**src/thf_framer_regs.vh**
```
// Constants and register map of the tunnel header framer
`ifndef THF_FRAMER_REGS_VH
`define THF_FRAMER_REGS_VH

// ----------------------------------------------------------------------
// Register byte offsets
// ----------------------------------------------------------------------
`define THF_A_CTRL 8'h00
`define THF_A_STATUS 8'h04
`define THF_A_NODE_PORT 8'h08
`define THF_A_CTRL_QOS 8'h0c
`define THF_A_PROBE_QOS 8'h10
`define THF_A_SBFD_QOS 8'h14
`define THF_A_MAC_HI 8'h18
`define THF_A_MAC_LO 8'h1c
`define THF_A_NODE_IP 8'h20
`define THF_A_CORE_VALID 8'h24
`define THF_CORE_BASE 4'h3
`define THF_FLOW_BASE 3'h2

// ----------------------------------------------------------------------
// Fields and reset values
// ----------------------------------------------------------------------
`define THF_CTRL_UDPCAP 0
`define THF_QOS_VALID 8
`define THF_MAC_GROUP_BIT 40
`define THF_PORT_WELL_KNOWN 16'h06a5
`define THF_DSCP_BE 6'h00
`define THF_IP_VER_IHL 8'h45
`define THF_FLAGS_DF 16'h4000
`define THF_TTL 8'h40
`define THF_PROTO_L2TP 8'h73
`define THF_PROTO_UDP 8'h11

// ----------------------------------------------------------------------
// Packet classes on the transmit request
// ----------------------------------------------------------------------
`define THF_CLS_CTRL 2'h0
`define THF_CLS_DATA 2'h1
`define THF_CLS_PROBE 2'h2
`define THF_CLS_SBFD 2'h3

`endif
```
**src/thf_framer.v**
```verilog
// Tunnel header framer of the remote node with its AHB-Lite registers
`include "thf_framer_regs.vh"

module thf_framer (
  // Clock and reset
  input wire sys_clk,
  input wire sys_rst,
  // AHB-Lite slave
  input wire hsel,
  input wire [31:0] haddr,
  input wire [1:0] htrans,
  input wire hwrite,
  input wire [2:0] hsize,
  input wire [31:0] hwdata,
  input wire hready,
  output reg [31:0] hrdata,
  output reg hreadyout,
  output reg hresp,
  // Received header check
  input wire rx_hdr_valid,
  input wire [47:0] rx_dst_mac,
  input wire [31:0] rx_src_ip,
  input wire rx_has_udp,
  input wire [15:0] rx_src_port,
  input wire [15:0] rx_dst_port,
  input wire rx_is_ctrl,
  input wire rx_is_initial,
  output reg rx_accept,
  output reg rx_drop,
  // Transmit header build
  input wire tx_req,
  input wire [1:0] tx_class,
  input wire [2:0] tx_flow,
  input wire [5:0] tx_req_dscp,
  input wire [15:0] tx_len,
  input wire [15:0] tx_ident,
  output reg tx_hdr_valid,
  output reg tx_err,
  output reg [47:0] tx_dst_mac,
  output reg [31:0] tx_src_ip,
  output reg [31:0] tx_dst_ip,
  output reg [5:0] tx_dscp,
  output reg tx_df,
  output reg [7:0] tx_proto,
  output reg tx_udp_en,
  output reg [15:0] tx_src_port,
  output reg [15:0] tx_dst_port,
  output reg [15:0] tx_ip_csum
);

  // --------------------------------------------------------------------
  // Address decode helpers
  // --------------------------------------------------------------------
  function in_core;
    input [7:0] a;
    begin
      in_core = (a[7:4] == `THF_CORE_BASE);
    end
  endfunction

  function in_flow;
    input [7:0] a;
    begin
      in_flow = (a[7:5] == `THF_FLOW_BASE);
    end
  endfunction

  // Ones-complement header sum; flags carry DF and a zero offset
  function [15:0] ip_csum;
    input [5:0] d;
    input [15:0] len;
    input [15:0] id;
    input [7:0] pr;
    input [31:0] s;
    input [31:0] t;
    reg [19:0] acc;
    begin
      acc = {4'h0, `THF_IP_VER_IHL, d, 2'b00} + {4'h0, len}
        + {4'h0, id} + {4'h0, `THF_FLAGS_DF} + {4'h0, `THF_TTL, pr}
        + {4'h0, s[31:16]} + {4'h0, s[15:0]}
        + {4'h0, t[31:16]} + {4'h0, t[15:0]};
      acc = {4'h0, acc[15:0]} + {16'h0000, acc[19:16]};
      acc = {4'h0, acc[15:0]} + {16'h0000, acc[19:16]};
      ip_csum = ~acc[15:0];
    end
  endfunction

  // --------------------------------------------------------------------
  // Register state
  // --------------------------------------------------------------------
  reg udp_cap;
  reg [15:0] node_port;
  reg [8:0] ctrl_qos;
  reg [8:0] probe_qos;
  reg [8:0] sbfd_qos;
  reg [47:0] peer_mac;
  reg [31:0] node_ip;
  reg [3:0] core_valid;
  reg [31:0] core_ip [0:3];
  reg [8:0] flow_qos [0:7];
  reg udp_mode;
  reg sess_up;
  reg [1:0] sess_idx;
  reg [15:0] core_port;
  reg [7:0] drop_cnt;
  reg wr_pend;
  reg [7:0] wr_addr;
  reg [31:0] rd_val;
  integer i;

  wire rd_req = hsel & htrans[1] & ~hwrite & hready;

  // --------------------------------------------------------------------
  // Bus slave: zero wait states, always OKAY
  // --------------------------------------------------------------------
  always @*
  begin
    rd_val = 32'h00000000;
    if (haddr[7:0] == `THF_A_CTRL)
      rd_val[`THF_CTRL_UDPCAP] = udp_cap;
    else if (haddr[7:0] == `THF_A_STATUS)
      rd_val = {core_port, drop_cnt, 4'h0, sess_idx, sess_up, udp_mode};
    else if (haddr[7:0] == `THF_A_NODE_PORT)
      rd_val = {16'h0000, node_port};
    else if (haddr[7:0] == `THF_A_CTRL_QOS)
      rd_val = {23'h000000, ctrl_qos};
    else if (haddr[7:0] == `THF_A_PROBE_QOS)
      rd_val = {23'h000000, probe_qos};
    else if (haddr[7:0] == `THF_A_SBFD_QOS)
      rd_val = {23'h000000, sbfd_qos};
    else if (haddr[7:0] == `THF_A_MAC_HI)
      rd_val = {16'h0000, peer_mac[47:32]};
    else if (haddr[7:0] == `THF_A_MAC_LO)
      rd_val = peer_mac[31:0];
    else if (haddr[7:0] == `THF_A_NODE_IP)
      rd_val = node_ip;
    else if (haddr[7:0] == `THF_A_CORE_VALID)
      rd_val = {28'h0000000, core_valid};
    else if (in_core(haddr[7:0]))
      rd_val = core_ip[haddr[3:2]];
    else if (in_flow(haddr[7:0]))
      rd_val = {23'h000000, flow_qos[haddr[4:2]]};
  end

  always @(posedge sys_clk)
  begin
    if (sys_rst)
    begin
      hrdata <= 32'h00000000;
      hreadyout <= 1'b1;
      hresp <= 1'b0;
      wr_pend <= 1'b0;
      wr_addr <= 8'h00;
    end
    else
    begin
      hreadyout <= 1'b1;
      hresp <= 1'b0;
      wr_pend <= hsel & htrans[1] & hwrite & hready;
      wr_addr <= haddr[7:0];
      if (rd_req)
        hrdata <= rd_val;
    end
  end

  // Writes land in the data phase; hsize is not checked, words only
  always @(posedge sys_clk)
  begin
    if (sys_rst)
    begin
      udp_cap <= 1'b0;
      node_port <= `THF_PORT_WELL_KNOWN;
      ctrl_qos <= 9'h000;
      probe_qos <= 9'h000;
      sbfd_qos <= 9'h000;
      peer_mac <= 48'h000000000000;
      node_ip <= 32'h00000000;
      core_valid <= 4'h0;
      for (i = 0; i < 4; i = i + 1)
        core_ip[i] <= 32'h00000000;
      for (i = 0; i < 8; i = i + 1)
        flow_qos[i] <= 9'h000;
    end
    else if (wr_pend)
    begin
      if (wr_addr == `THF_A_CTRL)
        udp_cap <= hwdata[`THF_CTRL_UDPCAP];
      else if (wr_addr == `THF_A_NODE_PORT)
        node_port <= hwdata[15:0];
      else if (wr_addr == `THF_A_CTRL_QOS)
        ctrl_qos <= hwdata[8:0];
      else if (wr_addr == `THF_A_PROBE_QOS)
        probe_qos <= hwdata[8:0];
      else if (wr_addr == `THF_A_SBFD_QOS)
        sbfd_qos <= hwdata[8:0];
      else if (wr_addr == `THF_A_MAC_HI)
        peer_mac[47:32] <= hwdata[15:0];
      else if (wr_addr == `THF_A_MAC_LO)
        peer_mac[31:0] <= hwdata;
      else if (wr_addr == `THF_A_NODE_IP)
        node_ip <= hwdata;
      else if (wr_addr == `THF_A_CORE_VALID)
        core_valid <= hwdata[3:0];
      else if (in_core(wr_addr))
        core_ip[wr_addr[3:2]] <= hwdata;
      else if (in_flow(wr_addr))
        flow_qos[wr_addr[4:2]] <= hwdata[8:0];
    end
  end

  // --------------------------------------------------------------------
  // Receive check: endpoint match and control port pairing
  // --------------------------------------------------------------------
  wire [3:0] ip_hit;
  genvar g;
  generate
    for (g = 0; g < 4; g = g + 1)
    begin : g_match
      assign ip_hit[g] = core_valid[g] & (rx_src_ip == core_ip[g]);
    end
  endgenerate

  wire [1:0] hit_idx = ip_hit[3] ? 2'h3 : ip_hit[2] ? 2'h2 :
    ip_hit[1] ? 2'h1 : 2'h0;
  wire bad_mac = rx_dst_mac[`THF_MAC_GROUP_BIT];
  wire bad_udp = rx_has_udp & ~udp_cap;
  wire bad_init = rx_is_initial & rx_has_udp &
    (rx_dst_port != `THF_PORT_WELL_KNOWN);
  // Later control traffic in UDP mode must keep the learned port pair
  wire bad_pair = sess_up & udp_mode & rx_is_ctrl & ~rx_is_initial &
    ((rx_dst_port != node_port) | (rx_src_port != core_port));
  // Apart from initial requests, control and data must come from the session's own endpoint
  wire bad_sess = sess_up & ~rx_is_initial & ~ip_hit[sess_idx];
  wire rx_ok = ~bad_mac & (|ip_hit) & ~bad_udp & ~bad_init &
    ~bad_pair & ~bad_sess;

  always @(posedge sys_clk)
  begin
    if (sys_rst)
    begin
      rx_accept <= 1'b0;
      rx_drop <= 1'b0;
      udp_mode <= 1'b0;
      sess_up <= 1'b0;
      sess_idx <= 2'h0;
      core_port <= 16'h0000;
      drop_cnt <= 8'h00;
    end
    else
    begin
      rx_accept <= rx_hdr_valid & rx_ok;
      rx_drop <= rx_hdr_valid & ~rx_ok;
      // Saturates so a flood of bad frames cannot wrap to a clean count
      if (rx_hdr_valid & ~rx_ok & (drop_cnt != 8'hff))
        drop_cnt <= drop_cnt + 8'h01;
      if (rx_hdr_valid & rx_ok & rx_is_ctrl & rx_is_initial)
      begin
        sess_up <= 1'b1;
        sess_idx <= hit_idx;
        core_port <= rx_src_port;
        udp_mode <= udp_cap & rx_has_udp;
      end
    end
  end

  // --------------------------------------------------------------------
  // Transmit header build
  // --------------------------------------------------------------------
  reg [5:0] next_dscp;
  reg [8:0] fq;
  reg [31:0] next_dst_ip;
  reg [7:0] next_proto;

  always @*
  begin
    fq = flow_qos[tx_flow];
    next_dst_ip = core_ip[sess_idx];
    next_proto = udp_mode ? `THF_PROTO_UDP : `THF_PROTO_L2TP;
    case (tx_class)
      `THF_CLS_CTRL:
        next_dscp = ctrl_qos[`THF_QOS_VALID] ? ctrl_qos[5:0] :
          `THF_DSCP_BE;
      `THF_CLS_PROBE:
        next_dscp = probe_qos[`THF_QOS_VALID] ? probe_qos[5:0] :
          tx_req_dscp;
      `THF_CLS_SBFD:
        next_dscp = sbfd_qos[`THF_QOS_VALID] ? sbfd_qos[5:0] :
          tx_req_dscp;
      default:
        next_dscp = fq[`THF_QOS_VALID] ? fq[5:0] : `THF_DSCP_BE;
    endcase
  end

  always @(posedge sys_clk)
  begin
    if (sys_rst)
    begin
      tx_hdr_valid <= 1'b0;
      tx_err <= 1'b0;
      tx_dst_mac <= 48'h000000000000;
      tx_src_ip <= 32'h00000000;
      tx_dst_ip <= 32'h00000000;
      tx_dscp <= `THF_DSCP_BE;
      tx_df <= 1'b1;
      tx_proto <= `THF_PROTO_L2TP;
      tx_udp_en <= 1'b0;
      tx_src_port <= `THF_PORT_WELL_KNOWN;
      tx_dst_port <= `THF_PORT_WELL_KNOWN;
      tx_ip_csum <= 16'h0000;
    end
    else
    begin
      tx_hdr_valid <= tx_req;
      // No session or a group destination: header is still output with tx_hdr_valid but flagged with tx_err
      tx_err <= tx_req & (peer_mac[`THF_MAC_GROUP_BIT] | ~sess_up);
      tx_df <= 1'b1;
      if (tx_req)
      begin
        tx_dst_mac <= peer_mac;
        tx_src_ip <= node_ip;
        tx_dst_ip <= next_dst_ip;
        tx_dscp <= next_dscp;
        tx_proto <= next_proto;
        tx_udp_en <= udp_mode;
        tx_src_port <= node_port;
        tx_dst_port <= core_port;
        tx_ip_csum <= ip_csum(next_dscp, tx_len, tx_ident, next_proto,
          node_ip, next_dst_ip);
      end
    end
  end

endmodule // thf_framer

```
**config.mk**
```make
export PLATFORM = sky130hd
export DESIGN_NAME = thf_framer
export DESIGN_NICKNAME = d
export VERILOG_FILES = /design/src/thf_framer.v
export VERILOG_INCLUDE_DIRS = /design/src
export SDC_FILE = /design/constraint.sdc
export NUM_CORES = 2
export LEC_CHECK = 0
export ABC_AREA = 0
export BUFFER_PORTS_ARGS = -buffer_cell sky130_fd_sc_hd__buf_2
export CAP_MARGIN = 10
export CELL_PAD_IN_SITES_DETAIL_PLACEMENT = 1
export CELL_PAD_IN_SITES_GLOBAL_PLACEMENT = 1
export CORE_ASPECT_RATIO = 0.8
export CORE_MARGIN = 2
export CORE_UTILIZATION = 27
export DETAILED_ROUTE_END_ITERATION = 16
export GPL_ROUTABILITY_DRIVEN = 1
export PLACE_DENSITY_LB_ADDON = 0.1
export SLEW_MARGIN = 20
export SYNTH_ARGS = -nofsm -noshare
export SYNTH_HDL_FRONTEND = slang
export SYNTH_SLANG_ARGS = --single-unit
```
**constraint.sdc**
```tcl
create_clock -name sys_clk -period 14.1 [get_ports sys_clk]
set_input_delay 2.82 -clock sys_clk [delete_from_list [all_inputs] [get_ports sys_clk]]
set_output_delay 2.82 -clock sys_clk [all_outputs]
set_load 0.02 [all_outputs]
```
[Yosys cells after proc, flatten, opt, wreduce, memory -nomap -nowiden]
Memories as Yosys holds them, arrays and structs flattened. A register that Yosys moved wholly into a read port is not among the register bits.
Cells that the tools add are included.
Storage, ports and cells
  bits in writable memories: 200
  word-level logic and storage cells: 203
  input bits: 234
  output and inout port bits: 214
  register bits after elaboration: 376
  memories: 2
Memory list
  core_ip: words 4, bits a word 32, read ports 6, clocked after Yosys merged registers in 1, wr ports 4, line thf_framer.v:99  | reg [31:0] core_ip [0:3];
  flow_qos: words 8, bits a word 9, read ports 2, clocked after Yosys merged registers in 0, wr ports 8, line thf_framer.v:100  | reg [8:0] flow_qos [0:7];
Cells by class
  $lt $le $gt $ge: 1
  reductions and logical operators: 15
  bitwise operators: 52
  muxes and demuxes: 61
  add/subtract/negate cells: 11
  equal/unequal tests: 31
Operator list (count)
  2-to-1 mux 32 bit: 11
  equality test 32 bit: 4
  adder 20 x 16 -> 20 bit: 4
  equality test 8 x 5 -> 1 bit (second input constant): 8
  2-to-1 mux 1 bit: 34
  equality test 8 x 4 -> 1 bit (second input constant): 4
  equality test 8 x 6 -> 1 bit (second input constant): 4
  != test 16 bit: 2
  OR reduction 32 bit: 1
  2-to-1 mux 31 bit: 1
  AND 1 bit: 30
  2-to-1 mux 6 bit: 4
  adder 19 x 15 -> 20 bit: 1
  adder 18 x 15 -> 19 bit (second input constant): 1
  inverter 1 bit: 19
  adder 17 x 16 -> 18 bit: 1
  2-to-1 mux 9 bit: 2
  case mux 6 bit (3 select lines): 1
  adder 15 x 16 -> 17 bit: 1
  adder 16 x 4 -> 17 bit: 1
  adder 16 x 1 -> 16 bit: 1
  zero test 8 bit: 2
  != test 16 x 11 -> 1 bit (second input constant): 1
  inverter 16 bit: 1
  other kinds (24): 32

[Logic depth before layout (Yosys ltp)]
  word-level depth: 17
  gate-level depth with buffers: 40
  mapped depth without buffers: 39

[Worst setup path before layout]
Ideal clock, no wire load.
  path type: input port to flip-flop
  start: input port tx_flow[0]
  end: register tx_ip_csum[15]
  path buffers: 2
  arrival time: 12.276 ns
  slack: 1.750 ns
  data required time: 14.025 ns
  setup time: 0.075 ns
  stages on the path: 40
  path through: clkbuf_1 > buf_1 > mux4_2 > mux2_2 > a311oi_1 > a31o_2 > fa_1 > inv_1 > fa_1 > fa_1 > inv_1 > fa_1 > inv_1 > ha_1 > inv_1 > fa_1 > nor2b_1 > o311ai_1 > [4 not listed] > xor2_1 > ha_1 > inv_1 > fa_1 > nand2b_1 > nand2_1 > nand3_1 > nor3_1 > inv_1 > nor3_1 > ha_1 > nor2b_1 > and2_0 > nand4_1 > nor3_1 > o2111ai_1 > or4b_1 > a31oi_1
On the way
  longest elaborated chain between the ends: 14
RTL lines
  start: declaration: line thf_framer.v:33  | input wire [2:0] tx_flow,
  memory (8 x 9 bit)
  2-to-1 mux 6 bit (no line)
  case mux 6 bit (3 select lines): line thf_framer.v:279  | case (tx_class)
  adder 15 x 16 -> 17 bit: line thf_framer.v:78  | acc = {4'h0, `THF_IP_VER_IHL, d, 2'b00} + {4'h0, len}
  adder 17 x 16 -> 18 bit: line thf_framer.v:78
  adder 18 x 15 -> 19 bit: line thf_framer.v:78
  adder 19 x 15 -> 20 bit: line thf_framer.v:78
  adder 20 x 16 -> 20 bit (4 in series): line thf_framer.v:78
  adder 16 x 4 -> 17 bit: line thf_framer.v:82  | acc = {4'h0, acc[15:0]} + {16'h0000, acc[19:16]};
  adder 16 x 1 -> 16 bit: line thf_framer.v:83  | acc = {4'h0, acc[15:0]} + {16'h0000, acc[19:16]};
  inverter 16 bit: line thf_framer.v:84  | ip_csum = ~acc[15:0];
  end signal: assignment: line thf_framer.v:327  | tx_ip_csum <= ip_csum(next_dscp, tx_len, tx_ident, next_proto,
  end: declaration: line thf_framer.v:48  | output reg [15:0] tx_ip_csum
Every way passes these cells.
A chain may end at the register's enable or synchronous reset.

[Worst setup path after layout]
Ends and elaborated chain as after synthesis.

==> out/results.ini <==
[run_status]
outcome=completed

[yosys]
yosys_register_bits=571
yosys_warnings=0
post-synth-top-area-fraction_pct=24.9
synth_area_per_cell_um2=10.1
seq_area_frac_synth_pct=45.0
synth-edff-count=200
synth.distinct_cells=70
syn_area_um2=29800
yosys.area.top_type=dfxtp_1
yosys-top-cells-area=dfxtp_1 (25%), edfxtp_1 (20%), mux4_2 (7.4%), mux2i_1 (6.0%), fa_1 (4.9%)
synth_flop_cell=dfxtp_1
synthArstFlopShare_pct=0
synth_cells=2945
synthTopCellsByCount=dfxtp_1 (371), nor2_1 (369), nand2_1 (306), inv_1 (214), edfxtp_1 (200)
synth_most_common_cell=dfxtp_1

[sta]
layout_worst_path_cycle_share_pct=91.5
rsz0062_at_grt=no
whs_ns=0.466
fin_worst_skew_ns=0.0372
min_period_ns=12.90
drv_slew=0
hold_viol_final=0
fmax_mhz=77.5
worst_slew_pin_slew_ns=1.12
relSlewSlack_pct=25.1
tns_ns=0
finalSetupViolations=0

[routing]
num_vias=24228
antenna_left=0
viasPerCell=5.10
wl_per_cell_um=28.8
dr.first_iter.drc_count=2231
firstDrtPassIters=7
wl_mm=137
drcViolationCount=0

[cts]
cts-hold-fix-buffers=0
clock_latency_ns=0.65
cts-buffers-inserted=72
cts_buffer_depth=3
cts_resized=0
h-tree-depth=3
cts_tree=yes
path_clk_slew_ns=0.06
cts_setup_buffers=0
clock-sinks=571
root_buffer=clkbuf_16

[floorplanning]
rows=109
start_util_pct=27.1
die_w_um=376
ios=448
core_um2=110000
dieArea_um2=113000
die_h_um=301

[setup_path]
worstSetupEndpointType=flop
critPathSlowestCell=mux4_2
worstPathMaxFanout=14
slowest_delay_ns=0.60
cp-startpoint=tx_flow[0]
startpoint_type=input pin
arrival_ns=13.46
r2r_setup_slack_ns=3.34
cp.required_ns=14.66
regToRegEndpoint=tx_ip_csum[15]
reg2regPathDepth=37
crit_type=in2reg

[power]
ir_worst_vdd_uv=71.4
total_power_mw=4.75
leakage_nw=14.9
power_density_nw_per_um2=134

[global_routing]
grt_pass1_vias=24550
antenna_found_initial=25
grt_max_degree=194
grt_usage_pct=23.7
grt_first_pass_wirelength_mm=190
grt_remaining_overflow=0

[worst_hold_path]
hold_end=tx_src_port[2]
hp-start=tx_src_port[2]
min_delay_path_depth=1
min_path_type=reg2reg

[finish]
fin_cells=4754
fill_cells=12385
drive_above_1_share_pct=20.1
area_delta_synth_final_pct=19.0
nets=3600

[placement]
gp_congestion=0.903
portBuffers=364
dp.cells=4619
hpwl_mm=104

[flow_run]
maxCapViolations=0

state kept, by name, indices dropped and copies added, names as in the netlist, 2 cells and up, named ones only:
name	flops
core_ip	128
flow_qos	72
peer_mac	48
tx_dst_mac	48
hrdata	32
node_ip	32
tx_dst_ip	32
tx_src_ip	32
core_port	16
node_port	16
tx_dst_port	16
tx_ip_csum	16
tx_src_port	16
ctrl_qos	9
probe_qos	9
sbfd_qos	9
drop_cnt	8
wr_addr	8
tx_dscp	6
core_valid	4
sess_idx	2
worst max-delay path: cells and delay by family:
family                     cells  cell delay, ns
AOI/OAI and AO/OA              9            2.29
muxes                          2            0.91
and+or+nand+nor               11            3.11
buffers and inverters          7            0.87
adders and majority gates      9            3.24
xor gates and xnor gates       1            0.17
layout by cell type, fill, tap and decap left out, types with 29 or more instances in the layout:
master     Yosys  routed
nand2_1      306     306
nand3_1       39      39
dfxtp_1      371     370
edfxtp_1     200     200
nor2_1       369     368
nor4_1        43      41
ha_1          43      43
o21ai_0       33      33
a21oi_1      173     173
mux4_2        98      98
buf_2          3     361
mux2i_1      180     180
clkbuf_16      0      73
xnor2_1       29      29
buf_4         10      44
xor2_1       161     161
a222oi_1      29      29
fa_1          73      73
nor3_1        36      34
and2_1        83      83
inv_1        214     214
layer usage:
layer | global-route usage (%) | routed length, um | vias up
met1 | 35.0 | 65500 | 12513
met4 | 4.72 | 2700 | 8
li1 | - | - | 10805
met2 | 36.4 | 60200 | 762
met5 | 0 | 45 | -
met3 | 4.09 | 8430 | 140
how the worst max path moves through the flow:
stage | endpoint | slack [ns] | depth (start not counted)
2_1_floorplan | tx_ip_csum[15] | 1.75 | 40
6_report | tx_ip_csum[15] | 1.20 | 39
3_5_place_dp | tx_ip_csum[15] | 0.63 | 39
3_3_place_gp | tx_ip_csum[15] | 0.91 | 37
5_1_grt | tx_ip_csum[14] | 0.39 | 40
4_1_cts | tx_ip_csum[15] | 1.31 | 39
per-stage QoR:
step	setup WS (ns)	utilization [%]	area, um^2
final	1.20	32.3	35500
after floorplan	1.75	-	29900
after global routing	0.392	32.3	35500
after detailed placement	0.626	30.1	33200
after global placement	0.910	30.1	33200
after CTS	1.31	32.3	35500
report_power, final:
part | total [mW] | internal, mW | switching, mW
clock | 1.87 | 1.09 | 0.785
combinational | 1.10 | 0.366 | 0.734
sequential | 1.78 | 1.74 | 0.0323
final cells by class:
cell class	instances	area [um^2]	area share (%)
sequential	571	13400	37.8
antenna	1	2.50	0.00704
clock inverter	25	255	0.718
clock buffer	109	2090	5.89
timing repair buffer	408	2190	6.16
inverter	214	803	2.26
tap	1443	1810	5.08
multi-input combinational	1983	14900	42.1
cells by family (layout without fill, tap and decap cells):
logic type / after synthesis / in the layout / synth area share, %
and+or+nand+nor: 997 / 997 / 15.1
AOI/OAI and AO/OA: 377 / 377 / 8.30
muxes: 294 / 294 / 14.0
other: 2 / 9 / 0.0252
adders and majority gates: 116 / 116 / 6.70
DFF: 571 / 571 / 45.0
buffers and inverters: 397 / 756 / 5.18
xor gates and xnor gates: 191 / 191 / 5.63
Power figures use the tool's default switching activity.
